### src/verilog/tws_pkg.sv
package tws_pkg;

  // ----------------------------------------------------------------
  // register addresses on the special function register port
  // ----------------------------------------------------------------
  localparam logic [7:0] ADDR_CTL = 8'hD8;
  localparam logic [7:0] ADDR_STA = 8'hD9;
  localparam logic [7:0] ADDR_DAT = 8'hDA;
  localparam logic [7:0] ADDR_ADR = 8'hDB;

  // ----------------------------------------------------------------
  // control and address field positions, reset values
  // ----------------------------------------------------------------
  localparam int B_CR2 = 7;
  localparam int B_ENS = 6;
  localparam int B_STA = 5;
  localparam int B_STO = 4;
  localparam int B_SI = 3;
  localparam int B_AA = 2;
  localparam int B_CR1 = 1;
  localparam int B_CR0 = 0;
  localparam int B_GC = 0;
  localparam int SC_LSB = 3;
  localparam logic [7:0] CTL_RST = 8'h00;
  localparam logic [7:0] ADR_RST = 8'h00;
  localparam logic [7:0] DAT_RST = 8'h00;
  localparam logic [6:0] GC_ADDR = 7'h00;

  // ----------------------------------------------------------------
  // state codes, low three bits always zero
  // ----------------------------------------------------------------
  localparam logic [7:0] S_START = 8'h08;
  localparam logic [7:0] S_RSTART = 8'h10;
  localparam logic [7:0] S_MT_SLA_ACK = 8'h18;
  localparam logic [7:0] S_MT_SLA_NAK = 8'h20;
  localparam logic [7:0] S_MT_DAT_ACK = 8'h28;
  localparam logic [7:0] S_MT_DAT_NAK = 8'h30;
  localparam logic [7:0] S_ARB_LOST = 8'h38;
  localparam logic [7:0] S_MR_SLA_ACK = 8'h40;
  localparam logic [7:0] S_MR_SLA_NAK = 8'h48;
  localparam logic [7:0] S_MR_DAT_ACK = 8'h50;
  localparam logic [7:0] S_MR_DAT_NAK = 8'h58;
  localparam logic [7:0] S_SR_SLA = 8'h60;
  localparam logic [7:0] S_SR_GC = 8'h70;
  localparam logic [7:0] S_SR_DAT_ACK = 8'h80;
  localparam logic [7:0] S_SR_DAT_NAK = 8'h88;
  localparam logic [7:0] S_SR_GCD_ACK = 8'h90;
  localparam logic [7:0] S_SR_GCD_NAK = 8'h98;
  localparam logic [7:0] S_SR_STOP = 8'hA0;
  localparam logic [7:0] S_ST_SLA = 8'hA8;
  localparam logic [7:0] S_ST_DAT_ACK = 8'hB8;
  localparam logic [7:0] S_ST_DAT_NAK = 8'hC0;
  localparam logic [7:0] S_IDLE = 8'hF8;

  // ----------------------------------------------------------------
  // byte framing, buffering and bit-rate
  // ----------------------------------------------------------------
  localparam logic [3:0] BIT_LAST = 4'h7;
  localparam logic [3:0] BIT_ACK = 4'h8;
  localparam int FIFO_W = 8;
  localparam int FIFO_D = 16;
  localparam int DIV_W = 9;

  typedef struct packed {
    logic [7:0] addr;
    logic wr;
    logic rd;
    logic [7:0] wdata;
  } tws_sfr_req_t;

  typedef enum logic [2:0] {
    ST_IDLE, ST_GEN_START, ST_HOLD, ST_M_LOW, ST_M_HIGH, ST_RS1, ST_RS2, ST_STOP1
  } tws_fsm_t;

  // half of the oscillator divisor: each scl phase lasts this many clocks
  function automatic logic [DIV_W-1:0] half_div(input logic [2:0] rate);
    case (rate)
      3'h0: half_div = 9'h080;
      3'h1: half_div = 9'h070;
      3'h2: half_div = 9'h060;
      3'h3: half_div = 9'h050;
      3'h4: half_div = 9'h1E0;
      3'h5: half_div = 9'h03C;
      3'h6: half_div = 9'h01E;
      default: half_div = 9'h080;
    endcase
  endfunction : half_div

endpackage : tws_pkg

### src/verilog/tws_fifo.sv
module tws_fifo #(
  parameter int W = 8,
  parameter int D = 16
) (
  input wire logic clk,
  input wire logic rstn,
  input wire logic in_valid,
  output logic in_ready,
  input wire logic [W-1:0] in_data,
  output logic out_valid,
  input wire logic out_ready,
  output logic [W-1:0] out_data
);
  localparam int AW = $clog2(D);

  typedef struct packed {
    logic [D-1:0][W-1:0] mem;
    logic [AW:0] wp;
    logic [AW:0] rp;
  } tws_fifo_st_t;

  tws_fifo_st_t st_reg;
  tws_fifo_st_t st_next;
  logic [AW:0] fill;

  always_comb begin
    st_next = st_reg;
    fill = st_reg.wp - st_reg.rp;
    in_ready = fill != (AW+1)'(D);
    out_valid = st_reg.wp != st_reg.rp;
    out_data = st_reg.mem[st_reg.rp[AW-1:0]];
    if (in_valid && in_ready) begin
      st_next.mem[st_reg.wp[AW-1:0]] = in_data;
      st_next.wp = st_reg.wp + 1'b1;
    end
    if (out_valid && out_ready) begin
      st_next.rp = st_reg.rp + 1'b1;
    end
  end

  always_ff @(posedge clk) begin
    if (!rstn) begin
      st_reg <= '0;
    end else begin
      st_reg <= st_next;
    end
  end

endmodule : tws_fifo

### src/verilog/tws_rate_div.sv
module tws_rate_div (
  input wire logic clk,
  input wire logic rstn,
  input wire logic run,
  input wire logic [2:0] rate,
  output logic tick
);
  typedef struct packed {
    logic [tws_pkg::DIV_W-1:0] cnt;
    logic tick;
  } tws_div_st_t;

  tws_div_st_t st_reg;
  tws_div_st_t st_next;

  // the count restarts whenever run drops, so each phase is a full half period
  always_comb begin
    st_next = st_reg;
    st_next.tick = 1'b0;
    if (!run) begin
      st_next.cnt = '0;
    end else if (st_reg.cnt == tws_pkg::DIV_W'(tws_pkg::half_div(rate) - 9'h001)) begin
      st_next.cnt = '0;
      st_next.tick = 1'b1;
    end else begin
      st_next.cnt = st_reg.cnt + 9'h001;
    end
  end

  always_ff @(posedge clk) begin
    if (!rstn) begin
      st_reg <= '0;
    end else begin
      st_reg <= st_next;
    end
  end

  assign tick = st_reg.tick;

endmodule : tws_rate_div

### src/verilog/tws_two_wire_unit.sv
// Notes on behaviour
// - data and clock lines are shared with port bits seven and six.
// - shifting, clock making, address match and arbitration run in hardware.
// - control register at D8H: rate2, enable, start, stop, flag, ack, rate1, rate0.
// - three rate bits pick the generated clock, used only as master.
// - enable low releases both lines; pins act as open-drain port bits.
// - start request as slave waits for a free bus, then sends START.
// - start request while master gives a repeated START.
// - stop request as master sends STOP; bit clears when STOP is seen.
// - stop request as slave sends nothing, releases lines, becomes unaddressed.
// - flag set after own START, own address with ack, or slave data byte.
// - flag set on general call when its enable and ack enable are one.
// - as master the flag rises after every byte, even after lost arbitration.
// - ack enable pulls data low in ack slot after address or received data.
// - ack enable low gives no ack and no flag on address match.
// - received address is compared with the own address register in hardware.
// - status register gives a unique code per bus state.
// - rate codes divide by 256,224,192,160,960,120,60; code seven not allowed.
// - status holds a five bit code in bits seven to three, low bits zero.
// - status reads F8H when nothing relevant and the flag is clear.
// - bytes move most significant bit first.
module tws_two_wire_unit (
  input wire logic clk,
  input wire logic rstn,
  input wire tws_pkg::tws_sfr_req_t sfr_req,
  output logic [7:0] sfr_rdata,
  input wire logic port_sda_latch,
  input wire logic port_scl_latch,
  input wire logic sda_in,
  output logic sda_out,
  output logic sda_oe,
  input wire logic scl_in,
  output logic scl_out,
  output logic scl_oe
);

  // ----------------------------------------------------------------
  // state
  // ----------------------------------------------------------------
  typedef struct packed {
    logic [7:0] ctl;
    logic [7:0] adr;
    logic [7:0] shf;
    logic [7:0] rdata;
    logic [4:0] sc;
    tws_pkg::tws_fsm_t fsm;
    logic [3:0] bitc;
    logic mst;
    logic trx;
    logic addr_ph;
    logic addressed;
    logic gcm;
    logic arb;
    logic busy;
    logic rep;
    logic pend;
    logic ackbit;
    logic sda_lo;
    logic scl_lo;
    logic sda_s1;
    logic sda_s2;
    logic sda_s3;
    logic scl_s1;
    logic scl_s2;
    logic scl_s3;
    logic pin_lvl;
    logic sda_oe;
    logic scl_oe;
  } tws_main_st_t;

  localparam tws_main_st_t RST_VAL = '{
    ctl: tws_pkg::CTL_RST,
    adr: tws_pkg::ADR_RST,
    shf: tws_pkg::DAT_RST,
    rdata: 8'h00,
    sc: tws_pkg::S_IDLE[7:tws_pkg::SC_LSB],
    fsm: tws_pkg::ST_IDLE,
    bitc: 4'h0,
    sda_s1: 1'b1,
    sda_s2: 1'b1,
    sda_s3: 1'b1,
    scl_s1: 1'b1,
    scl_s2: 1'b1,
    scl_s3: 1'b1,
    default: 1'b0
  };

  tws_main_st_t st_reg;
  tws_main_st_t st_next;

  logic rise;
  logic fall;
  logic start_det;
  logic stop_det;
  logic engaged;
  logic byte_done;
  logic set_si;
  logic ack;
  logic hit_own;
  logic hit_gc;
  logic [7:0] code;
  logic div_run;
  logic div_tick;
  logic fifo_pop;
  logic fifo_in_ready;
  logic fifo_out_valid;
  logic [7:0] fifo_out_data;

  // ----------------------------------------------------------------
  // helpers
  // ----------------------------------------------------------------
  tws_rate_div u_div (
    .clk(clk),
    .rstn(rstn),
    .run(div_run),
    .rate({st_reg.ctl[tws_pkg::B_CR2], st_reg.ctl[tws_pkg::B_CR1],
           st_reg.ctl[tws_pkg::B_CR0]}),
    .tick(div_tick)
  );

  // received bytes queue here; a full queue keeps the clock stretched
  tws_fifo #(
    .W(tws_pkg::FIFO_W),
    .D(tws_pkg::FIFO_D)
  ) u_rx_fifo (
    .clk(clk),
    .rstn(rstn),
    .in_valid(st_reg.pend),
    .in_ready(fifo_in_ready),
    .in_data(st_reg.shf),
    .out_valid(fifo_out_valid),
    .out_ready(fifo_pop),
    .out_data(fifo_out_data)
  );

  // ----------------------------------------------------------------
  // next state
  // ----------------------------------------------------------------
  always_comb begin
    st_next = st_reg;
    set_si = 1'b0;
    byte_done = 1'b0;
    code = {st_reg.sc, 3'h0};
    ack = !st_reg.ackbit;
    hit_own = st_reg.shf[7:1] == st_reg.adr[7:1];
    hit_gc = (st_reg.shf[7:1] == tws_pkg::GC_ADDR) && st_reg.adr[tws_pkg::B_GC];

    // the first stage feeds only the second
    st_next.sda_s1 = sda_in;
    st_next.sda_s2 = st_reg.sda_s1;
    st_next.sda_s3 = st_reg.sda_s2;
    st_next.scl_s1 = scl_in;
    st_next.scl_s2 = st_reg.scl_s1;
    st_next.scl_s3 = st_reg.scl_s2;
    rise = st_reg.scl_s2 && !st_reg.scl_s3;
    fall = !st_reg.scl_s2 && st_reg.scl_s3;
    start_det = st_reg.scl_s2 && st_reg.scl_s3 && !st_reg.sda_s2 && st_reg.sda_s3;
    stop_det = st_reg.scl_s2 && st_reg.scl_s3 && st_reg.sda_s2 && !st_reg.sda_s3;
    engaged = st_reg.mst || st_reg.arb || st_reg.addressed || st_reg.addr_ph;

    div_run = st_reg.ctl[tws_pkg::B_ENS] && st_reg.fsm != tws_pkg::ST_IDLE
      && st_reg.fsm != tws_pkg::ST_HOLD;
    // high phases count only once the line is seen high, so slow slaves can stretch
    if ((st_reg.fsm == tws_pkg::ST_M_HIGH || st_reg.fsm == tws_pkg::ST_RS2) && !st_reg.scl_s2)
      begin
      div_run = 1'b0;
    end

    if (st_reg.pend && fifo_in_ready) begin
      st_next.pend = 1'b0;
    end

    if (!st_reg.ctl[tws_pkg::B_ENS]) begin
      // disabled: serial logic idle, lines released
      st_next.fsm = tws_pkg::ST_IDLE;
      st_next.mst = 1'b0;
      st_next.trx = 1'b0;
      st_next.arb = 1'b0;
      st_next.addr_ph = 1'b0;
      st_next.addressed = 1'b0;
      st_next.busy = 1'b0;
      st_next.bitc = 4'h0;
      st_next.sda_lo = 1'b0;
      st_next.scl_lo = 1'b0;
    end else begin
      // ----------------------------------------------------------------
      // master sequencing
      // ----------------------------------------------------------------
      case (st_reg.fsm)
        tws_pkg::ST_IDLE: begin
          if (st_reg.ctl[tws_pkg::B_STA] && !st_reg.mst && !st_reg.busy && !engaged) begin
            st_next.fsm = tws_pkg::ST_GEN_START;
            st_next.sda_lo = 1'b1;
            st_next.rep = 1'b0;
          end
        end
        tws_pkg::ST_GEN_START: begin
          if (div_tick) begin
            st_next.scl_lo = 1'b1;
            st_next.mst = 1'b1;
            st_next.trx = 1'b1;
            st_next.fsm = tws_pkg::ST_HOLD;
            code = st_reg.rep ? tws_pkg::S_RSTART : tws_pkg::S_START;
            set_si = 1'b1;
          end
        end
        tws_pkg::ST_HOLD: begin
          if (!st_reg.ctl[tws_pkg::B_SI] && !st_reg.pend) begin
            if (st_reg.mst && st_reg.ctl[tws_pkg::B_STO]) begin
              st_next.fsm = tws_pkg::ST_STOP1;
              st_next.sda_lo = 1'b1;
            end else if (st_reg.mst && st_reg.ctl[tws_pkg::B_STA]) begin
              st_next.fsm = tws_pkg::ST_RS1;
              st_next.sda_lo = 1'b0;
            end else if (st_reg.mst) begin
              st_next.fsm = tws_pkg::ST_M_LOW;
              st_next.bitc = 4'h0;
              st_next.sda_lo = st_reg.trx && !st_reg.shf[7];
            end else begin
              st_next.fsm = tws_pkg::ST_IDLE;
              st_next.scl_lo = 1'b0;
              st_next.bitc = 4'h0;
              st_next.sda_lo = st_reg.trx && !st_reg.shf[7];
            end
          end
        end
        tws_pkg::ST_M_LOW: begin
          if (div_tick) begin
            st_next.scl_lo = 1'b0;
            st_next.fsm = tws_pkg::ST_M_HIGH;
          end
        end
        tws_pkg::ST_M_HIGH: begin
          if (div_tick) begin
            st_next.scl_lo = 1'b1;
            st_next.fsm = tws_pkg::ST_M_LOW;
          end
        end
        tws_pkg::ST_RS1: begin
          if (div_tick) begin
            st_next.scl_lo = 1'b0;
            st_next.fsm = tws_pkg::ST_RS2;
          end
        end
        tws_pkg::ST_RS2: begin
          if (div_tick) begin
            st_next.sda_lo = 1'b1;
            st_next.rep = 1'b1;
            st_next.fsm = tws_pkg::ST_GEN_START;
          end
        end
        tws_pkg::ST_STOP1: begin
          // clock released, then data released once the clock has had its high half
          if (div_tick && st_reg.scl_lo) begin
            st_next.scl_lo = 1'b0;
          end else if (div_tick && st_reg.scl_s2) begin
            st_next.sda_lo = 1'b0;
            st_next.fsm = tws_pkg::ST_IDLE;
          end
        end
        default: begin
          st_next.fsm = tws_pkg::ST_IDLE;
        end
      endcase

      // ----------------------------------------------------------------
      // bit engine, clocked by edges seen on the clock line
      // ----------------------------------------------------------------
      if (engaged && (st_reg.fsm == tws_pkg::ST_IDLE || st_reg.fsm == tws_pkg::ST_M_LOW
          || st_reg.fsm == tws_pkg::ST_M_HIGH)) begin
        if (rise && st_reg.bitc < tws_pkg::BIT_ACK) begin
          st_next.shf = {st_reg.shf[6:0], st_reg.sda_s2};
          if (st_reg.mst && st_reg.trx && !st_reg.sda_lo && !st_reg.sda_s2) begin
            // another master drove low: drop out, keep shifting as slave
            st_next.mst = 1'b0;
            st_next.arb = 1'b1;
            st_next.trx = 1'b0;
            st_next.scl_lo = 1'b0;
            st_next.fsm = tws_pkg::ST_IDLE;
          end
        end else if (rise) begin
          st_next.ackbit = st_reg.sda_s2;
        end
        if (fall) begin
          st_next.bitc = st_reg.bitc + 4'h1;
          st_next.sda_lo = 1'b0;
          if (st_reg.bitc < tws_pkg::BIT_LAST) begin
            st_next.sda_lo = st_reg.trx && !st_reg.shf[7];
          end else if (st_reg.bitc == tws_pkg::BIT_LAST && !st_reg.trx) begin
            if (st_reg.addr_ph && !st_reg.mst) begin
              if ((hit_own || (hit_gc && !st_reg.shf[0])) && st_reg.ctl[tws_pkg::B_AA]) begin
                st_next.addressed = 1'b1;
                st_next.gcm = !hit_own;
                st_next.sda_lo = 1'b1;
              end
            end else if (st_reg.mst || st_reg.addressed) begin
              st_next.sda_lo = st_reg.ctl[tws_pkg::B_AA];
            end
          end else if (st_reg.bitc == tws_pkg::BIT_ACK) begin
            st_next.bitc = 4'h0;
            byte_done = 1'b1;
          end
        end
      end

      // ----------------------------------------------------------------
      // end of byte: code the state, raise the flag, stretch the clock
      // ----------------------------------------------------------------
      if (byte_done) begin
        st_next.addr_ph = 1'b0;
        if (st_reg.arb) begin
          code = tws_pkg::S_ARB_LOST;
          set_si = 1'b1;
          st_next.arb = 1'b0;
        end else if (st_reg.mst) begin
          set_si = 1'b1;
          if (st_reg.addr_ph && st_reg.shf[0]) begin
            code = ack ? tws_pkg::S_MR_SLA_ACK : tws_pkg::S_MR_SLA_NAK;
            st_next.trx = 1'b0;
          end else if (st_reg.addr_ph) begin
            code = ack ? tws_pkg::S_MT_SLA_ACK : tws_pkg::S_MT_SLA_NAK;
            st_next.trx = 1'b1;
          end else if (st_reg.trx) begin
            code = ack ? tws_pkg::S_MT_DAT_ACK : tws_pkg::S_MT_DAT_NAK;
          end else begin
            code = ack ? tws_pkg::S_MR_DAT_ACK : tws_pkg::S_MR_DAT_NAK;
            st_next.pend = 1'b1;
          end
        end else if (st_reg.addressed) begin
          set_si = 1'b1;
          if (st_reg.addr_ph) begin
            code = st_reg.gcm ? tws_pkg::S_SR_GC
              : (st_reg.shf[0] ? tws_pkg::S_ST_SLA : tws_pkg::S_SR_SLA);
            st_next.trx = st_reg.shf[0] && !st_reg.gcm;
          end else if (st_reg.trx) begin
            code = ack ? tws_pkg::S_ST_DAT_ACK : tws_pkg::S_ST_DAT_NAK;
            st_next.addressed = ack;
            st_next.trx = ack;
          end else begin
            code = st_reg.gcm ? (ack ? tws_pkg::S_SR_GCD_ACK : tws_pkg::S_SR_GCD_NAK)
              : (ack ? tws_pkg::S_SR_DAT_ACK : tws_pkg::S_SR_DAT_NAK);
            st_next.pend = 1'b1;
            st_next.addressed = ack;
          end
        end
        if (set_si) begin
          st_next.fsm = tws_pkg::ST_HOLD;
          st_next.scl_lo = 1'b1;
        end
      end

      // ----------------------------------------------------------------
      // bus conditions
      // ----------------------------------------------------------------
      if (start_det) begin
        st_next.busy = 1'b1;
        st_next.bitc = 4'h0;
        st_next.addr_ph = 1'b1;
        if (!st_reg.mst) begin
          st_next.trx = 1'b0;
          st_next.gcm = 1'b0;
        end
        if (st_reg.addressed) begin
          code = tws_pkg::S_SR_STOP;
          set_si = 1'b1;
          st_next.addressed = 1'b0;
        end
      end
      if (stop_det) begin
        st_next.busy = 1'b0;
        st_next.bitc = 4'h0;
        st_next.addr_ph = 1'b0;
        st_next.ctl[tws_pkg::B_STO] = 1'b0;
        st_next.mst = 1'b0;
        st_next.trx = 1'b0;
        if (st_reg.addressed) begin
          code = tws_pkg::S_SR_STOP;
          set_si = 1'b1;
          st_next.addressed = 1'b0;
        end
      end
      // slave recovery: behave as after a STOP without driving one
      if (st_reg.ctl[tws_pkg::B_STO] && !st_reg.mst && st_reg.fsm != tws_pkg::ST_GEN_START) begin
        st_next.ctl[tws_pkg::B_STO] = 1'b0;
        st_next.addressed = 1'b0;
        st_next.addr_ph = 1'b0;
        st_next.arb = 1'b0;
        st_next.trx = 1'b0;
        st_next.bitc = 4'h0;
        st_next.sda_lo = 1'b0;
        st_next.scl_lo = 1'b0;
        st_next.fsm = tws_pkg::ST_IDLE;
      end
    end

    // ----------------------------------------------------------------
    // register port
    // ----------------------------------------------------------------
    fifo_pop = sfr_req.rd && sfr_req.addr == tws_pkg::ADDR_DAT && fifo_out_valid;
    if (sfr_req.rd) begin
      if (sfr_req.addr == tws_pkg::ADDR_CTL) begin
        st_next.rdata = st_reg.ctl;
      end else if (sfr_req.addr == tws_pkg::ADDR_STA) begin
        st_next.rdata = st_reg.ctl[tws_pkg::B_SI] ? {st_reg.sc, 3'h0}
          : tws_pkg::S_IDLE;
      end else if (sfr_req.addr == tws_pkg::ADDR_DAT) begin
        st_next.rdata = fifo_out_valid ? fifo_out_data : st_reg.shf;
      end else if (sfr_req.addr == tws_pkg::ADDR_ADR) begin
        st_next.rdata = st_reg.adr;
      end else begin
        st_next.rdata = 8'h00;
      end
    end
    if (sfr_req.wr) begin
      if (sfr_req.addr == tws_pkg::ADDR_CTL) begin
        st_next.ctl = sfr_req.wdata;
        st_next.ctl[tws_pkg::B_SI] = st_reg.ctl[tws_pkg::B_SI] && sfr_req.wdata[tws_pkg::B_SI];
      end else if (sfr_req.addr == tws_pkg::ADDR_DAT) begin
        st_next.shf = sfr_req.wdata;
      end else if (sfr_req.addr == tws_pkg::ADDR_ADR) begin
        st_next.adr = sfr_req.wdata;
      end
    end
    // a hardware event beats a software clear in the same cycle
    if (set_si) begin
      st_next.ctl[tws_pkg::B_SI] = 1'b1;
      st_next.sc = code[7:tws_pkg::SC_LSB];
    end

    // port latch low still pulls the shared pin, as a plain port bit would
    st_next.sda_oe = (st_next.ctl[tws_pkg::B_ENS] && st_next.sda_lo) || !port_sda_latch;
    st_next.scl_oe = (st_next.ctl[tws_pkg::B_ENS] && st_next.scl_lo) || !port_scl_latch;
  end

  always_ff @(posedge clk) begin
    if (!rstn) begin
      st_reg <= RST_VAL;
    end else begin
      st_reg <= st_next;
    end
  end

  assign sfr_rdata = st_reg.rdata;
  assign sda_out = st_reg.pin_lvl;
  assign scl_out = st_reg.pin_lvl;
  assign sda_oe = st_reg.sda_oe;
  assign scl_oe = st_reg.scl_oe;

endmodule : tws_two_wire_unit

### config.mk
export PLATFORM = sky130hd
export DESIGN_NAME = tws_two_wire_unit
export DESIGN_NICKNAME = d
export VERILOG_FILES = /design/src/verilog/tws_pkg.sv /design/src/verilog/tws_fifo.sv /design/src/verilog/tws_rate_div.sv /design/src/verilog/tws_two_wire_unit.sv
export SDC_FILE = /design/constraint.sdc
export NUM_CORES = 1
export LEC_CHECK = 0
export BUFFER_PORTS_ARGS = -buffer_cell sky130_fd_sc_hd__buf_2
export CELL_PAD_IN_SITES_DETAIL_PLACEMENT = 1
export CELL_PAD_IN_SITES_GLOBAL_PLACEMENT = 1
export CORE_ASPECT_RATIO = 1.5
export CORE_UTILIZATION = 35
export CTS_CLUSTER_DIAMETER = 30
export CTS_CLUSTER_SIZE = 28
export DETAILED_ROUTE_END_ITERATION = 7
export PLACE_DENSITY = 0.69
export SYNTH_ARGS = -nofsm -noshare
export SYNTH_HDL_FRONTEND = slang
export SYNTH_SLANG_ARGS = --single-unit
export TNS_END_PERCENT = 1
### constraint.sdc
create_clock -name clk -period 9.82 [get_ports clk]
set_clock_uncertainty 0.05 [all_clocks]
set_input_delay 2.946 -clock clk [delete_from_list [all_inputs] [get_ports clk]]
set_output_delay 2.946 -clock clk [all_outputs]
set_load 0.05 [all_outputs]
; ---- After elaboration in Yosys (flattened, before gate mapping)
; Cells that the tools add are included.
[op_classes]
addsub = 6
magnitude_cmp = 5
n_eq_ne = 27
n_mux = 174
bitwise = 6
reduce_logical = 90
[op_table]
columns = operator, n
row1 = 2-to-1 mux 8 bit, 27
row2 = bitwise mux 128 bit, 1
row3 = 2-to-1 mux 1 bit, 79
row4 = 2-to-1 mux 3 bit, 18
row5 = one-hot mux 9 bit (6 select lines), 1
row6 = 2-to-1 mux 7 bit, 7
row7 = 2-to-1 mux 4 bit, 12
row8 = logical AND 1 bit, 41
row9 = binary-select mux 8 bit (select 4 bit), 1
row10 = demux 8 bit (select 4 bit), 1
row11 = "equality test 8 bit, second input constant", 4
row12 = 2-to-1 mux 9 bit, 3
row13 = 2-to-1 mux 2 bit, 13
row14 = one-hot mux 3 bit (8 select lines), 1
row15 = 2-to-1 mux 23 bit, 1
row16 = "equality test 3 bit, second input constant", 7
row17 = logical NOT 1 bit, 18
row18 = 2-to-1 mux 16 bit, 1
row19 = 2-to-1 mux 5 bit, 3
row20 = "equality test 3 x 2 -> 1 bit, second input constant", 4
row21 = 2-to-1 mux 6 bit, 2
row22 = AND reduction 4 bit, 3
row23 = "adder 5 x 1 -> 5 bit, second input constant", 2
row24 = logical OR 1 bit, 10
row25 = 31 further kinds, 48
[word_totals]
ff_bits = 212
in_bits = 24

; ---- Depth between registers and ports, before layout
[logic_depth]
ltp_word = 21
mapped_depth = 13

; ---- Cells and area by module
; Synthesis repeated with hierarchy kept, for this count alone.
[hier_totals]
cells_unflattened = 1168
hier_area_um2 = 10722.8
[modules_own_cells]
columns = mod, n_inst, cells_each, area_per_inst_um2, seq_area_each_um2
row1 = tws_fifo, 1, 619, 6346.1, 2762.6
row2 = tws_two_wire_unit, 1, 476, 3756.1, 1281.2
row3 = tws_rate_div, 1, 73, 620.6, 200.2

; ---- Worst setup path after synthesis
; Ideal clock, no wire load.
[synth_path]
kind = input to register
start = input port sfr_req[10] (netlist bit)
end = register u_rx_fifo.st_reg[3] (netlist bit)
setup_ns = 0.128
t_arrival_ns = 4.372
required_time_ns = 9.642
slack_ns = 5.271
cell_stages = 7
n_path_buf = 2
cell_sequence = clkbuf_1 -> nor4_1 -> and3_1 -> clkbuf_1 -> nand4_1 -> xnor2_1 -> nor2_1
[synth_between]
elab_chain_len = 4
[synth_rtl]
columns = item, line
row1 = "start, declared", tws_two_wire_unit.sv:25  ; input wire tws_pkg::tws_sfr_req_t sfr_req,
row2 = equality test 8 bit, tws_two_wire_unit.sv:399  ; fifo_pop = sfr_req.rd && sfr_req.addr == tws_pkg::ADDR_DAT && fifo_out_valid;
row3 = logical AND 1 bit (2 in a row), tws_two_wire_unit.sv:399
row4 = logical AND 1 bit, tws_fifo.sv:36  ; if (out_valid && out_ready) begin
row5 = "end signal, assigned", tws_fifo.sv:45  ; st_reg <= st_next;
row6 = "end, declared", tws_fifo.sv:22  ; tws_fifo_st_t st_reg;
; Every way passes these cells.
; A chain may end at the register's enable or synchronous reset.

==> summary.md <==
- pin count of the biggest net entering global routing: 89
- ys flop type: sky130_fd_sc_hd__dfxtp_1
- mean cell area of the mapped netlist: 9.17 um^2
- setup repair after global routing missed its margin: no
- number of setup buffers added after CTS: 0
- CP Class: in2reg
- count of instances resized after the clock tree is built: 0
- hold buffer count at cts: 0
- leading cell type in the layout, fill and taps excluded: sky130_fd_sc_hd__nand2_1
- Clk network pwr share: 64.4%
- vertical extent of the die: 215 um
- reported leakage power: 4.59 nW
- number of antenna violations at the first check in global routing: 0
- portion of the clock cycle consumed by the worst path in the final layout: 52.1%
- share of power burned in combinational logic: 1.5%
- max_slew headroom: 14.9%
- largest driver fanout on the critical path: 88
- endpoints failing setup: 0
- CP dominant cell by count: sky130_fd_sc_hd__buf_4
- final count of pins violating max slew: 0
- number of warnings reported in the yosys synthesis log: 0
- Cell variety after synth: 67
- measured slew at the worst slew-check pin: 1270 ps
- count of vias placed by the detailed router: 8708
- Root Buffer Master: sky130_fd_sc_hd__clkbuf_16
- launch instance of the worst register-to-register path: u_rx_fifo.st_reg[1]$_SDFFE_PN0P_
- number of standard-cell rows in the floorplan: 77
- clock tree from TritonCTS: done
- Clock Pin Slew Worst Setup and Hold Paths: 50 ps
- switch share: 22.3%
- launching element of the worst setup path: rstn
- internal power summed over all cells: 1.97 mW
- share of flip-flops with an asynchronous set or reset: 0%
- commonest non-fill, non-tap cells in the layout: 224 x sky130_fd_sc_hd__nand2_1, 211 x sky130_fd_sc_hd__dfxtp_1, 156 x sky130_fd_sc_hd__mux2i_1
- die extent in x: 144 um
- number of violations reported at the end of detailed-routing iteration 0: 444
- delay of the slowest critical-path stage: 820 ps
- weighted congestion reported at the end of routability-driven placement: 0.818
- slowest CP cell: sky130_fd_sc_hd__buf_4
- buffers added on ports: 33
- maximum clock rate: 196 MHz
- number of instances in the synthesized netlist: 1156
- first-pass GRT wire length: 50900 um
- Post-Route Hold Slack: 364 ps
- crit path time final: 5120 ps
- worst path buffer plus inverter count: 2
- Num CTS Buffers: 46
- per-cell via count in the routed design: 5.48
- Peak VDD IR: 0.134 mV
- number of storage elements in the synthesis netlist: 212
- Critical Path RT: 10220 ps
- total gr overflow: 0
- M1 GR Usage: 22.0%
- maximum level of the CTS H-tree: 2
- number of global-route vias before repair: 9426
- met2 Use GR: 39.4%
- cell family with the largest share of critical-path delay: buffers and inverters
- met3 demand-to-capacity share in global routing: 3.72%
- Clk Latency, worst-skew pair: 550 ps
- switching power total: 566 uW
- max FFs per register: 138
- sequential element share of the synthesized area: 40.0%
- P&R area growth vs syn: 18.6%
- Seq pwr share: 34.1%
- Tot GR Track Use: 21.4%
- placeable core region: 29700 um^2
- total negative slack for setup checks: 0 ps
- Max clock buf depth: 3
- number of instances in the placed design: 1506
- Critical Path AT: 5510 ps
- maxcap violations: 0
- global route hottest layer: met2
- fraction of final layout cells with drive strength greater than 1: 14.9%
- sum of routed wire length over all layers: 32200 um
- post-synthesis instance area: 10600 um^2
- power density over cell area: 202 nW/um^2
- Critical Path Sink Type: flop
- DIE AREA: 31000 um^2
- number of nets in the layout: 1199
- remaining design rule violation count: 0
- final hold violations: 0
- num ports: 36
- worst path cell trace: buf_4, buf_4, nand2_1, mux2i_1
- CP startpoint kind: input pin
- Starting Density: 35.7%
- outcome: finished clean
- HPWL after detailed placement: 21700 um
- detailed-routing iteration count for the pre-antenna-repair pass: 4
- number of flops mapped to enable cells by yosys: 0
- Hold Path Class: reg2reg
- Antenna Violating Nets Remaining: 0
- final instance count without filler cells: 1590
- overall power consumption: 2.54 mW
- routed len/inst: 20.2 um
- Antenna Diode Count: 0
- Worst Hold Launch: st_next[7]$_SDFF_PN1_
- total number of clock tree sinks: 212
==> power groups by stage <==
stage / combinational (mW) / sequential [mW] / clock [mW]
after floorplan: 0.0233 / 0.884 / 0
after CTS: 0.0377 / 0.866 / 1.66
final: 0.0375 / 0.866 / 1.64
after global placement: 0.0370 / 0.883 / 0
after detailed placement: 0.0375 / 0.883 / 0
after global routing: 0.0409 / 0.865 / 1.70
==> cells by family after synthesis <==
family | share of synthesized area (%)
fa+ha+maj | 1.89
simple gates | 18.3
other cells | 0.0354
flops | 40.0
mux | 21.4
buf+inv | 5.17
compound gates | 11.2
xor+xnor | 1.98
==> Yosys cell counts, types with 4 or more instances <==
master                        n  area, um^2
sky130_fd_sc_hd__a211oi_1     8        60.1
sky130_fd_sc_hd__a21oi_1     53         265
sky130_fd_sc_hd__a22o_1       8        70.1
sky130_fd_sc_hd__a22oi_1      7        52.6
sky130_fd_sc_hd__a311oi_1     5        43.8
sky130_fd_sc_hd__a32oi_1      5        43.8
sky130_fd_sc_hd__and2_1       6        37.5
sky130_fd_sc_hd__and3_1       8        50.1
sky130_fd_sc_hd__buf_2       12        60.1
sky130_fd_sc_hd__buf_4       11        82.6
sky130_fd_sc_hd__buf_6        7        78.8
sky130_fd_sc_hd__clkbuf_1    59         221
sky130_fd_sc_hd__dfxtp_1    212        4240
sky130_fd_sc_hd__ha_1        16         200
sky130_fd_sc_hd__inv_1       22        82.6
sky130_fd_sc_hd__mux2i_1    156        1560
sky130_fd_sc_hd__mux4_2      31         698
sky130_fd_sc_hd__nand2_1    224         841
sky130_fd_sc_hd__nand2b_1    17         106
sky130_fd_sc_hd__nand3_1     16        80.1
sky130_fd_sc_hd__nand3b_1     4        30.0
sky130_fd_sc_hd__nand4_1     11        68.8
sky130_fd_sc_hd__nand4b_1     4        35.0
sky130_fd_sc_hd__nor2_1      54         203
sky130_fd_sc_hd__nor2b_1     12        75.1
sky130_fd_sc_hd__nor3_1      15        75.1
sky130_fd_sc_hd__nor3b_1      8        60.1
sky130_fd_sc_hd__nor4_1       7        43.8
sky130_fd_sc_hd__o2111ai_1    5        43.8
sky130_fd_sc_hd__o211ai_1     9        67.6
sky130_fd_sc_hd__o21ai_0     40         200
sky130_fd_sc_hd__o221ai_1     4        35.0
sky130_fd_sc_hd__o22ai_1      5        31.3
sky130_fd_sc_hd__or2_2        5        31.3
sky130_fd_sc_hd__or3_1       10        62.6
sky130_fd_sc_hd__or4_1        7        52.6
sky130_fd_sc_hd__xnor2_1      9        78.8
sky130_fd_sc_hd__xor2_1      15         131
==> worst paths after layout <==
path	endpoint	slack, ps	depth (start not counted)
min reg2reg	st_next[6]$_SDFF_PN1_	360	1
min	st_next[6]$_SDFF_PN1_	360	1
max	u_rx_fifo.st_reg[16]$_SDFFE_PN0P_	4700	4
max reg2reg	u_rx_fifo.st_reg[137]$_SDFFE_PN0P_	5880	10
==> layer usage <==
| metal | share of wire (%) | up-vias |
|---|---|---|
| met5 | 0 | - |
| met4 | 5.5 | 0 |
| met3 | 3.1 | 101 |
| met2 | 53 | 150 |
| met1 | 39 | 4351 |
| li1 | - | 4106 |
==> per-stage QoR <==
stage	setup slack [ps]	utilization (%)	area, um^2
after global placement	4200	36.8	10900
after detailed placement	4130	36.8	10900
after CTS	4680	42.4	12600
after floorplan	5270	-	10600
final	4700	42.4	12600
after global routing	4490	42.4	12600
==> layout make-up <==
type / instances / area, um^2
repair buffers: 46 / 265
multi-input cells: 828 / 5830
well taps: 395 / 494
fillers: 3448 / 17100
flip-flops and latches: 212 / 4250
clock inverters: 27 / 355
inverters: 25 / 93.8
clock buffers: 57 / 1290
Power figures use the tool's default switching activity.
